**src/pkg/gpio_bank_regs.svh**
```systemverilog
`ifndef GPIO_BANK_REGS_SVH
`define GPIO_BANK_REGS_SVH

// ----------------------------------------------------------------
// register offsets
// ----------------------------------------------------------------
`define GB_ADDR_W          10
`define GB_DATA_W          16
`define GB_OFF_FUNC_SEL    10'h3c0
`define GB_OFF_DIR         10'h3c1
`define GB_OFF_SET         10'h3c2
`define GB_OFF_CLEAR       10'h3c3
`define GB_OFF_LEVEL       10'h3c4
`define GB_OFF_FLOAT       10'h3c5
`define GB_OFF_DRAIN       10'h3c6
`define GB_OFF_PULLUP      10'h3c7
`define GB_OFF_PULLDOWN    10'h3c8
`define GB_OFF_IRQ_ALLOW   10'h3c9
`define GB_OFF_RISE_EN     10'h3ca
`define GB_OFF_FALL_EN     10'h3cb

// ----------------------------------------------------------------
// reset values
// ----------------------------------------------------------------
`define GB_RST_FUNC_SEL    16'h0000
`define GB_RST_DIR         16'h0000
`define GB_RST_LEVEL       16'h0000
`define GB_RST_FLOAT       16'h0000
`define GB_RST_DRAIN       16'h0000
`define GB_RST_PULLUP      16'hffff
`define GB_RST_PULLDOWN    16'h0000
`define GB_RST_IRQ_ALLOW   16'h0000
`define GB_RST_RISE_EN     16'hffff
`define GB_RST_FALL_EN     16'hffff
`define GB_RD_ZERO         16'h0000

`endif

```
**src/pkg/gpio_bank_pkg.sv**
```systemverilog
`include "gpio_bank_regs.svh"

package gpio_bank_pkg;

  typedef logic [`GB_DATA_W-1:0] word_t;
  typedef logic [`GB_ADDR_W-1:0] addr_t;

  // register access request, one cycle per access
  typedef struct packed {
    logic  wr;
    logic  rd;
    addr_t addr;
    word_t wdata;
  } reg_req_t;

  // read answer
  typedef struct packed {
    logic  valid;
    word_t rdata;
  } reg_rsp_t;

  // pad controls for the sixteen pins
  typedef struct packed {
    word_t level;
    word_t drive_en;
    word_t pull_up;
    word_t pull_down;
    word_t owned;
  } pad_ctrl_t;

endpackage

```
**src/core/edge_irq.sv**
```systemverilog
module edge_irq (
  // clock and reset
  input  wire logic        mclk_i,
  input  wire logic        reset_n_i,
  // synchronised levels and per-pin arming
  input  wire logic [15:0] level_i,
  input  wire logic [15:0] rise_arm_i,
  input  wire logic [15:0] fall_arm_i,
  // report handshake
  input  wire logic [15:0] ack_i,
  output logic      [15:0] pending_o,
  output logic             irq_o
);

  logic [15:0] prev_r;
  logic [15:0] prev_nxt;
  logic        primed_r;
  logic        primed_nxt;
  logic [15:0] pend_r;
  logic [15:0] pend_nxt;
  logic        irq_r;
  logic        irq_nxt;
  logic [15:0] hit;

  // ----------------------------------------------------------------
  // transition detect and pending latch
  // ----------------------------------------------------------------
  always_comb begin
    prev_nxt   = level_i;
    primed_nxt = 1'b1;
    // no event until a first sample has been taken
    hit        = primed_r ? ((level_i & ~prev_r & rise_arm_i) |
                             (~level_i & prev_r & fall_arm_i)) : 16'h0000;
    // new event wins over a simultaneous acknowledge
    pend_nxt   = hit | (pend_r & ~ack_i);
    irq_nxt    = |pend_nxt;
  end

  always_ff @(posedge mclk_i or negedge reset_n_i) begin
    if (!reset_n_i) begin
      prev_r   <= 16'h0000;
      primed_r <= 1'b0;
      pend_r   <= 16'h0000;
      irq_r    <= 1'b0;
    end else begin
      prev_r   <= prev_nxt;
      primed_r <= primed_nxt;
      pend_r   <= pend_nxt;
      irq_r    <= irq_nxt;
    end
  end

  assign pending_o = pend_r;
  assign irq_o     = irq_r;

endmodule // edge_irq

```
**src/core/gpio_bank_low_pins.sv**
```systemverilog
`include "gpio_bank_regs.svh"

module gpio_bank_low_pins (
  // clock and reset
  input  wire logic                     mclk_i,
  input  wire logic                     reset_n_i,
  // register access
  input  wire gpio_bank_pkg::reg_req_t  req_i,
  output gpio_bank_pkg::reg_rsp_t       rsp_o,
  // pins
  input  wire logic [15:0]              pin_in_i,
  output gpio_bank_pkg::pad_ctrl_t      pad_o,
  // interrupt report
  input  wire logic [15:0]              irq_ack_i,
  output logic      [15:0]              irq_pending_o,
  output logic                          irq_o
);

  // ----------------------------------------------------------------
  // helpers
  // ----------------------------------------------------------------
  function automatic logic wr_hit(input gpio_bank_pkg::reg_req_t r,
                                  input gpio_bank_pkg::addr_t a);
    wr_hit = r.wr && (r.addr == a);
  endfunction

  function automatic gpio_bank_pkg::word_t rw_next(
      input gpio_bank_pkg::reg_req_t r,
      input gpio_bank_pkg::addr_t    a,
      input gpio_bank_pkg::word_t    cur);
    rw_next = wr_hit(r, a) ? r.wdata : cur;
  endfunction

  // ----------------------------------------------------------------
  // pin assignment registers
  // ----------------------------------------------------------------
  gpio_bank_pkg::word_t fsel_r;
  gpio_bank_pkg::word_t fsel_nxt;
  gpio_bank_pkg::word_t dir_r;
  gpio_bank_pkg::word_t dir_nxt;

  always_comb begin
    fsel_nxt = rw_next(req_i, `GB_OFF_FUNC_SEL, fsel_r);
    dir_nxt  = rw_next(req_i, `GB_OFF_DIR, dir_r);
  end

  always_ff @(posedge mclk_i or negedge reset_n_i) begin
    if (!reset_n_i) begin
      fsel_r <= `GB_RST_FUNC_SEL;
      dir_r  <= `GB_RST_DIR;
    end else begin
      fsel_r <= fsel_nxt;
      dir_r  <= dir_nxt;
    end
  end

  // ----------------------------------------------------------------
  // output drive option registers
  // ----------------------------------------------------------------
  gpio_bank_pkg::word_t float_r;
  gpio_bank_pkg::word_t float_nxt;
  gpio_bank_pkg::word_t drain_r;
  gpio_bank_pkg::word_t drain_nxt;

  always_comb begin
    float_nxt = rw_next(req_i, `GB_OFF_FLOAT, float_r);
    drain_nxt = rw_next(req_i, `GB_OFF_DRAIN, drain_r);
  end

  always_ff @(posedge mclk_i or negedge reset_n_i) begin
    if (!reset_n_i) begin
      float_r <= `GB_RST_FLOAT;
      drain_r <= `GB_RST_DRAIN;
    end else begin
      float_r <= float_nxt;
      drain_r <= drain_nxt;
    end
  end

  // ----------------------------------------------------------------
  // input pull registers
  // ----------------------------------------------------------------
  gpio_bank_pkg::word_t pu_r;
  gpio_bank_pkg::word_t pu_nxt;
  gpio_bank_pkg::word_t pd_r;
  gpio_bank_pkg::word_t pd_nxt;

  always_comb begin
    pu_nxt = rw_next(req_i, `GB_OFF_PULLUP, pu_r);
    pd_nxt = rw_next(req_i, `GB_OFF_PULLDOWN, pd_r);
  end

  always_ff @(posedge mclk_i or negedge reset_n_i) begin
    if (!reset_n_i) begin
      pu_r <= `GB_RST_PULLUP;
      pd_r <= `GB_RST_PULLDOWN;
    end else begin
      pu_r <= pu_nxt;
      pd_r <= pd_nxt;
    end
  end

  // ----------------------------------------------------------------
  // interrupt arming registers
  // ----------------------------------------------------------------
  gpio_bank_pkg::word_t allow_r;
  gpio_bank_pkg::word_t allow_nxt;
  gpio_bank_pkg::word_t rise_en_r;
  gpio_bank_pkg::word_t rise_en_nxt;
  gpio_bank_pkg::word_t fall_en_r;
  gpio_bank_pkg::word_t fall_en_nxt;

  always_comb begin
    allow_nxt   = rw_next(req_i, `GB_OFF_IRQ_ALLOW, allow_r);
    rise_en_nxt = rw_next(req_i, `GB_OFF_RISE_EN, rise_en_r);
    fall_en_nxt = rw_next(req_i, `GB_OFF_FALL_EN, fall_en_r);
  end

  always_ff @(posedge mclk_i or negedge reset_n_i) begin
    if (!reset_n_i) begin
      allow_r   <= `GB_RST_IRQ_ALLOW;
      rise_en_r <= `GB_RST_RISE_EN;
      fall_en_r <= `GB_RST_FALL_EN;
    end else begin
      allow_r   <= allow_nxt;
      rise_en_r <= rise_en_nxt;
      fall_en_r <= fall_en_nxt;
    end
  end

  // ----------------------------------------------------------------
  // pin roles
  // ----------------------------------------------------------------
  gpio_bank_pkg::word_t own_out;
  gpio_bank_pkg::word_t own_in;
  gpio_bank_pkg::word_t push_pull;
  gpio_bank_pkg::word_t open_drain;

  always_comb begin
    own_out    = fsel_r & dir_r;
    own_in     = fsel_r & ~dir_r;
    // float overrides both output kinds
    push_pull  = own_out & ~float_r & ~drain_r;
    open_drain = own_out & ~float_r & drain_r;
  end

  // ----------------------------------------------------------------
  // output write strobes
  // ----------------------------------------------------------------
  logic                 wr_set;
  logic                 wr_clr;
  logic                 wr_lvl;

  always_comb begin
    wr_set = wr_hit(req_i, `GB_OFF_SET);
    wr_clr = wr_hit(req_i, `GB_OFF_CLEAR);
    wr_lvl = wr_hit(req_i, `GB_OFF_LEVEL);
  end

  // ----------------------------------------------------------------
  // output level register
  // ----------------------------------------------------------------
  gpio_bank_pkg::word_t lvl_r;
  gpio_bank_pkg::word_t lvl_nxt;
  gpio_bank_pkg::word_t set_m;
  gpio_bank_pkg::word_t clr_m;
  gpio_bank_pkg::word_t st_m;

  always_comb begin
    set_m   = wr_set ? (req_i.wdata & own_out) : 16'h0000;
    clr_m   = wr_clr ? (req_i.wdata & own_out) : 16'h0000;
    // level write only reaches pins that are assigned outputs
    st_m    = wr_lvl ? own_out : 16'h0000;
    lvl_nxt = (lvl_r & ~st_m) | (req_i.wdata & st_m);
    lvl_nxt = (lvl_nxt | set_m) & ~clr_m;
  end

  always_ff @(posedge mclk_i or negedge reset_n_i) begin
    if (!reset_n_i) begin
      lvl_r <= `GB_RST_LEVEL;
    end else begin
      lvl_r <= lvl_nxt;
    end
  end

  // ----------------------------------------------------------------
  // pad controls
  // ----------------------------------------------------------------
  gpio_bank_pkg::pad_ctrl_t pad_r;
  gpio_bank_pkg::pad_ctrl_t pad_nxt;
  gpio_bank_pkg::word_t     drv_out;

  always_comb begin
    // push-pull drives both levels, open drain only the low one
    drv_out            = push_pull |
                         (open_drain & ~lvl_r);
    pad_nxt.level      = lvl_r & own_out;
    // push-pull output pins are always driven, open-drain pins only while their level register is low, one cycle later through pad_r
    pad_nxt.drive_en   = drv_out;
    pad_nxt.pull_up    = (own_in & pu_r) |
                         (own_out & drain_r);
    pad_nxt.pull_down  = own_in & pd_r;
    pad_nxt.owned      = fsel_r;
  end

  always_ff @(posedge mclk_i or negedge reset_n_i) begin
    if (!reset_n_i) begin
      pad_r <= '0;
    end else begin
      pad_r <= pad_nxt;
    end
  end

  assign pad_o = pad_r;

  // ----------------------------------------------------------------
  // input sampling and interrupts
  // ----------------------------------------------------------------
  logic [15:0] pin_sync;
  logic [15:0] rise_arm;
  logic [15:0] fall_arm;

  pin_sync u_pin_sync (
    .mclk_i    (mclk_i),
    .reset_n_i (reset_n_i),
    .async_i   (pin_in_i),
    .sync_o    (pin_sync)
  );

  always_comb begin
    rise_arm = own_in & allow_r & rise_en_r;
    fall_arm = own_in & allow_r & fall_en_r;
  end

  edge_irq u_edge_irq (
    .mclk_i     (mclk_i),
    .reset_n_i  (reset_n_i),
    .level_i    (pin_sync),
    .rise_arm_i (rise_arm),
    .fall_arm_i (fall_arm),
    .ack_i      (irq_ack_i),
    .pending_o  (irq_pending_o),
    .irq_o      (irq_o)
  );

  // ----------------------------------------------------------------
  // read path
  // ----------------------------------------------------------------
  gpio_bank_pkg::reg_rsp_t rsp_r;
  gpio_bank_pkg::reg_rsp_t rsp_nxt;

  always_comb begin
    rsp_nxt.valid = req_i.rd;
    rsp_nxt.rdata = `GB_RD_ZERO;
    if (req_i.rd) begin
      unique case (req_i.addr)
        `GB_OFF_FUNC_SEL:  rsp_nxt.rdata = fsel_r;
        `GB_OFF_DIR:       rsp_nxt.rdata = dir_r;
        // write-only strobes read zero
        `GB_OFF_SET:       rsp_nxt.rdata = `GB_RD_ZERO;
        `GB_OFF_CLEAR:     rsp_nxt.rdata = `GB_RD_ZERO;
        `GB_OFF_LEVEL:     rsp_nxt.rdata = pin_sync & fsel_r;
        `GB_OFF_FLOAT:     rsp_nxt.rdata = float_r;
        `GB_OFF_DRAIN:     rsp_nxt.rdata = drain_r;
        `GB_OFF_PULLUP:    rsp_nxt.rdata = pu_r;
        `GB_OFF_PULLDOWN:  rsp_nxt.rdata = pd_r;
        `GB_OFF_IRQ_ALLOW: rsp_nxt.rdata = allow_r;
        `GB_OFF_RISE_EN:   rsp_nxt.rdata = rise_en_r;
        `GB_OFF_FALL_EN:   rsp_nxt.rdata = fall_en_r;
        // unmapped addresses read zero
        default:           rsp_nxt.rdata = `GB_RD_ZERO;
      endcase
    end
  end

  always_ff @(posedge mclk_i or negedge reset_n_i) begin
    if (!reset_n_i) begin
      rsp_r <= '0;
    end else begin
      rsp_r <= rsp_nxt;
    end
  end

  assign rsp_o = rsp_r;

endmodule // gpio_bank_low_pins

```
**src/core/pin_sync.sv**
```systemverilog
module pin_sync (
  // clock and reset
  input  wire logic        mclk_i,
  input  wire logic        reset_n_i,
  // raw pin levels
  input  wire logic [15:0] async_i,
  // levels in the core clock domain
  output logic      [15:0] sync_o
);

  logic [15:0] meta_r;
  logic [15:0] meta_nxt;
  logic [15:0] sync_r;
  logic [15:0] sync_nxt;

  always_comb begin
    meta_nxt = async_i;
    sync_nxt = meta_r;
  end

  always_ff @(posedge mclk_i or negedge reset_n_i) begin
    if (!reset_n_i) begin
      meta_r <= 16'h0000;
      sync_r <= 16'h0000;
    end else begin
      meta_r <= meta_nxt;
      sync_r <= sync_nxt;
    end
  end

  assign sync_o = sync_r;

endmodule // pin_sync

```
**config.mk**
```make
export PLATFORM = sky130hd
export DESIGN_NAME = gpio_bank_low_pins
export DESIGN_NICKNAME = d
export VERILOG_FILES = /design/src/pkg/gpio_bank_pkg.sv /design/src/core/edge_irq.sv /design/src/core/gpio_bank_low_pins.sv /design/src/core/pin_sync.sv
export VERILOG_INCLUDE_DIRS = /design/src /design/src/pkg
export SDC_FILE = /design/constraint.sdc
export NUM_CORES = 1
export LEC_CHECK = 0
export BUFFER_PORTS_ARGS = -buffer_cell sky130_fd_sc_hd__buf_2
export CORE_MARGIN = 3
export CORE_UTILIZATION = 41
export CTS_CLUSTER_SIZE = 16
export DETAILED_ROUTE_END_ITERATION = 6
export GPL_TIMING_DRIVEN = 0
export PLACE_DENSITY_LB_ADDON = 0.05
export SKIP_LAST_GASP = 1
export SLEW_MARGIN = 20
export SYNTH_ARGS = -nofsm -noshare
export SYNTH_HDL_FRONTEND = slang
export SYNTH_SLANG_ARGS = --single-unit
```
**constraint.sdc**
```tcl
create_clock -name mclk_i -period 1.5 [get_ports mclk_i]
set_clock_uncertainty 0.1 [all_clocks]
set_input_delay 0.075 -clock mclk_i [delete_from_list [all_inputs] [get_ports mclk_i]]
set_output_delay 0.075 -clock mclk_i [all_outputs]
set_load 0.01 [all_outputs]
```
Word-level counts from Yosys, hierarchy flattened
Index checks and enable logic that the tools add are counted.
W data, S select, Z words.
- bits of input ports: 62
- word-level logic and storage cells: 92
- register bits after elaboration: 323
- bitwise gates (word level): 38
- reduce and logical (&&, ||, !) cells: 13
- eq/ne operators: 12
- mux-type cells: 6
- operator list (cell ; count):
    $and A16 B16 Y16 ; 23
    $pmux W16 S10 ; 1
    $not A16 Y16 ; 9
    $eq A10 B10 Y1 const B ; 12
    $or A16 B16 Y16 ; 6
    $mux W16 ; 5
    $reduce_or A16 Y1 ; 1
    $logic_and A1 B1 Y1 ; 12

Logic depth before layout (Yosys ltp)
- word-level depth: 9
- mapped depth: 8
- mapped depth without buffers: 5

By module
A second synthesis with hierarchy kept.
- cells, all modules: 1045
- area total of the unflattened synthesis: 13817.0 µm²
- by module, submodules not included (module ; area an instance (µm²) ; cells each ; times used):
    gpio_bank_low_pins ; 11624.9 ; 906 ; 1
    edge_irq ; 1391.3 ; 107 ; 1
    pin_sync ; 800.8 ; 32 ; 1

Worst setup path after synthesis
No wires, ideal clock.
- kind: in2reg
- start point: input port req_i[20] (netlist name)
- end point: register fsel_r[10]
- setup slack: -0.285 ns
- stages: 7
- data arrival time: 1.561 ns
- buffers on the path: 2
- setup time: 0.125 ns
- path through: nand4bb_1 -> nor2_1 -> and2_1 -> buf_4 -> nor3b_4 -> buf_6 -> mux2_2
- longest elaborated chain between the ends: 2
- RTL lines (what ; line ; RTL):
    start, declared ; gpio_bank_low_pins.sv:8 ; input wire gpio_bank_pkg::reg_req_t req_i,
    $eq A10 B10 Y1 ; gpio_bank_low_pins.sv:24 ; wr_hit = r.wr && (r.addr == a);
    $logic_and A1 B1 Y1 ; gpio_bank_low_pins.sv:24 ;
    end signal, assigned ; gpio_bank_low_pins.sv:49 ; fsel_r <= `GB_RST_FUNC_SEL;
    end signal, assigned ; gpio_bank_low_pins.sv:52 ; fsel_r <= fsel_nxt;
    end, declared ; gpio_bank_low_pins.sv:37 ; gpio_bank_pkg::word_t fsel_r;
Every way passes these cells.
A chain may end at the register's enable or synchronous reset.

Worst setup path after layout
- start point: register u_edge_irq.primed_r
- end point: register u_edge_irq.irq_r, in the netlist u_edge_irq.irq_o
- longest elaborated chain between the ends: 3
- RTL lines (what ; line ; RTL):
    start, declared ; edge_irq.sv:17 ; logic primed_r;
    start signal, assigned ; edge_irq.sv:47 ; primed_r <= primed_nxt;
    $mux W16 ; edge_irq.sv:32 ; hit = primed_r ? ((level_i & ~prev_r & rise_arm_i) |
    $or A16 B16 Y16 ; edge_irq.sv:35 ; pend_nxt = hit | (pend_r & ~ack_i);
    named net u_edge_irq.pend_nxt[15] ; edge_irq.sv:20 ; logic [15:0] pend_nxt;
    $reduce_or A16 Y1 ; edge_irq.sv:36 ; irq_nxt = |pend_nxt;
    named net u_edge_irq.irq_nxt ; edge_irq.sv:22 ; logic irq_nxt;
    end signal, assigned ; edge_irq.sv:49 ; irq_r <= irq_nxt;
    end, declared ; edge_irq.sv:21 ; logic irq_r;
The timed path passes the listed nets, and every way through them passes these cells.

==> flow_summary.yaml <==
global_route:
  antenna_found_initial: 0
  grt_util_met1: 0.342
  grt_max_degree: 91
  grt_pass1_vias: 9458
  track_usage: 0.241
  grt-busiest-layer: "met2"
  grt_pass1_wl_mm: 60.4
  use_met2: 0.369
  gr-usage-met3: 0.0546
  globalRouteOverflowTotal: 0
die:
  placementRows: 64
  ios: 176
  die_width_um: 183
  core-area_um2: 30800
  start_util: 0.419
  die_area_um2: 33600
  fp.dieH_um: 183
cts:
  clock-sinks: 323
  cts_tree: "done"
  h-tree-depth: 2
  clk_pin_slew_ns: 0.06
  insertion_delay_ns: 0.51
  clockBufferDepth: 3
  cts_buffers: 36
  clockRootBuffer: "clkbuf_16"
drt:
  antenna_left: 0
  vias: 9240
  wl_mm: 40.3
  dr.pass1.iters: 5
  vias_per_cell: 5.50
  drtIter0Drc: 757
  wire_per_inst_um: 24.0
  drc_errors: 0
synthesis:
  syn_area_um2: 12900
  async_flop_share: 1.00
  synthTopCellsByArea: "dfrtp_1, mux2_2, dfstp_2"
  ys_types: 51
  synth_top_area_cell: "dfrtp_1"
  synthCells: 964
  ys_ff_latch: 323
  syn_area_per_cell_um2: 13.4
  synth_ff_type: "dfrtp_1"
  synth_top_area_share: 0.533
  ys.warnings.count: 0
  syn_nets: 1026
  synth_edf_count: 0
  yosysSeqAreaShare: 0.631
critical_path:
  crit_required_ns: 1.73
  critical_path_class: "reg -> reg"
  cp-end-kind: "flip-flop"
  cp_max_fo: 6
  worstPathArrival_ns: 2.12
  start_kind: "flip-flop"
placed_design:
  dp.cells: 1537
  dpl.hpwl_mm: 25.3
  dp_slack_ns: -1.38
  routabilityCongestion: 0.847
  placed_area_um2: 14500
  io_buffer_count: 174
pwr:
  cellLeakagePower_nw: 8.02
  irDropWorstVdd_mv: 0.714
  power.total_mw: 18.6
  power_density_nw_per_um2: 1110
status:
  status: "finished, violations left"
  failed_checks: "setup timing"
cells_and_area:
  utilization: 0.540
  most-common-layout-cells: "dfrtp_1, buf_2, mux2_2, nor2b_1, dlygate4sd3_1"
  nets: 1319
  final_cells: 1679
  diodes: 0
  layout_commonest_cell: "dfrtp_1"
  drive_above_1_share: 0.408
  syn_to_final_growth_pct: 29.0
  final_area_um2: 16700
timing:
  worst_pin_slew_ns: 0.607
  maxSlewViolCount: 0
  final.period_utilization: 1.26
  setup_violations: 2
  max-slew-margin-rel: 0.595
  grt_setup_unrepaired: "yes"
  layout_setup_ws_ns: -0.389
  max_freq_mhz: 529
  finalCriticalPeriod_ns: 1.89
  final-hold-violation-count: 0
min_path:
  min_path_type: "in -> async"
job:
  drv_cap: 0
-- path summary, 6_finish.rpt --
kind,startpoint,to,slack [ns],cells past startpoint
setup / recovery,u_edge_irq.primed_r,u_edge_irq.irq_o,-0.39,4
hold / removal,reset_n_i,pad_o[62],0.03,2
setup reg to reg,u_edge_irq.primed_r,u_edge_irq.irq_o,-0.39,4
hold reg to reg,u_pin_sync.meta_r[7],u_pin_sync.sync_o[7],0.24,0
max in group asynchronous,reset_n_i,fall_en_r[4],0.35,3
min in group mclk_i,req_i[17],rsp_o[0],0.03,4
-- critical path, cell delays in order, from the launching register on --
cell	delay, ns
dfrtp_2	0.44
clkbuf_16	0.17
a41o_1	0.28
nor4_4	0.46
nand4_1	0.25
-- kinds of logic (layout without fill, tap and decap cells) --
kind of cell	after synthesis	count (layout)	share of synthesized area
XOR/XNOR	1	1	0.000679
AO/OA/AOI/OAI	191	191	0.102
multiplexers	165	165	0.142
other	1	1	0.000291
buffers and inverters	56	375	0.0199
AND/OR/NAND/NOR	227	227	0.105
flip-flops	323	323	0.631
-- area by class of cell --
type	instances	area, µm²
plain buffers	51	419
clock buffers	54	1050
clock inverters	10	129
fillers	2645	14200
inverters	2	7.51
multi-input cells	585	4660
flip-flops and latches	323	8150
well taps	396	495
repair buffers	258	1740
-- report_power, final --
group | internal (mW) | total (mW) | switching (mW)
clock network | 5.35 | 8.79 | 3.44
registers | 8.87 | 8.98 | 0.112
logic | 0.318 | 0.782 | 0.465
total | 14.5 | 18.6 | 4.02
-- sequential cells by signal, summed over array words and instances (netlist names) --
signal and cells:
allow_r 16, dir_r 16, drain_r 16, fall_en_r 16
float_r 16, fsel_r 16, lvl_r 16, pad_o 80
pd_r 16, pu_r 16, rise_en_r 16, rsp_o 17
u_edge_irq.irq_o 1, u_edge_irq.pending_o 16, u_edge_irq.prev_r 16, u_edge_irq.primed_r 1
u_pin_sync.meta_r 16, u_pin_sync.sync_o 16
-- repair_timing --
action | CTS | global route
endpoints found under the setup margin | 131 | 55
hold endpoints to repair | 282 | 0
hold buffers | 49 | 0
resized for setup | 52 | 22
setup buffers | 23 | 8
cloned | 1 | 0
pin swaps | 12 | 9
-- cells in the mapped netlist (all sizes together), types with 17 or more instances --
cell and instances:
nor2 21, nand3 18, nor2b 49, and3 17, a31oi 17, mux2i 20, a22oi 27, mux2 145
a21oi 26, dfstp 48, dfrtp 275, a32oi 17, buf 23, o21ai 49, nand2 46, and2 19
clkbuf 31
-- metrics by stage --
step / setup TNS, ns / hold slack [ns]
6_report: -0.469 / 0.0287
5_1_grt: -0.464 / 0.0349
4_1_cts: -0.358 / 0.0142
3_5_place_dp: -119.73 / -0.0114
3_3_place_gp: -1950.19 / 0.0828
2_1_floorplan: -4.89 / -0.321
-- layer usage --
| layer | part of all wire | wire length [µm] |
|---|---|---|
| met1 | 0.45 | 18000 |
| met2 | 0.45 | 18100 |
| met3 | 0.072 | 2910 |
| met4 | 0.032 | 1300 |
| met5 | 0 | 0 |
(Power assumes the default switching activity.)
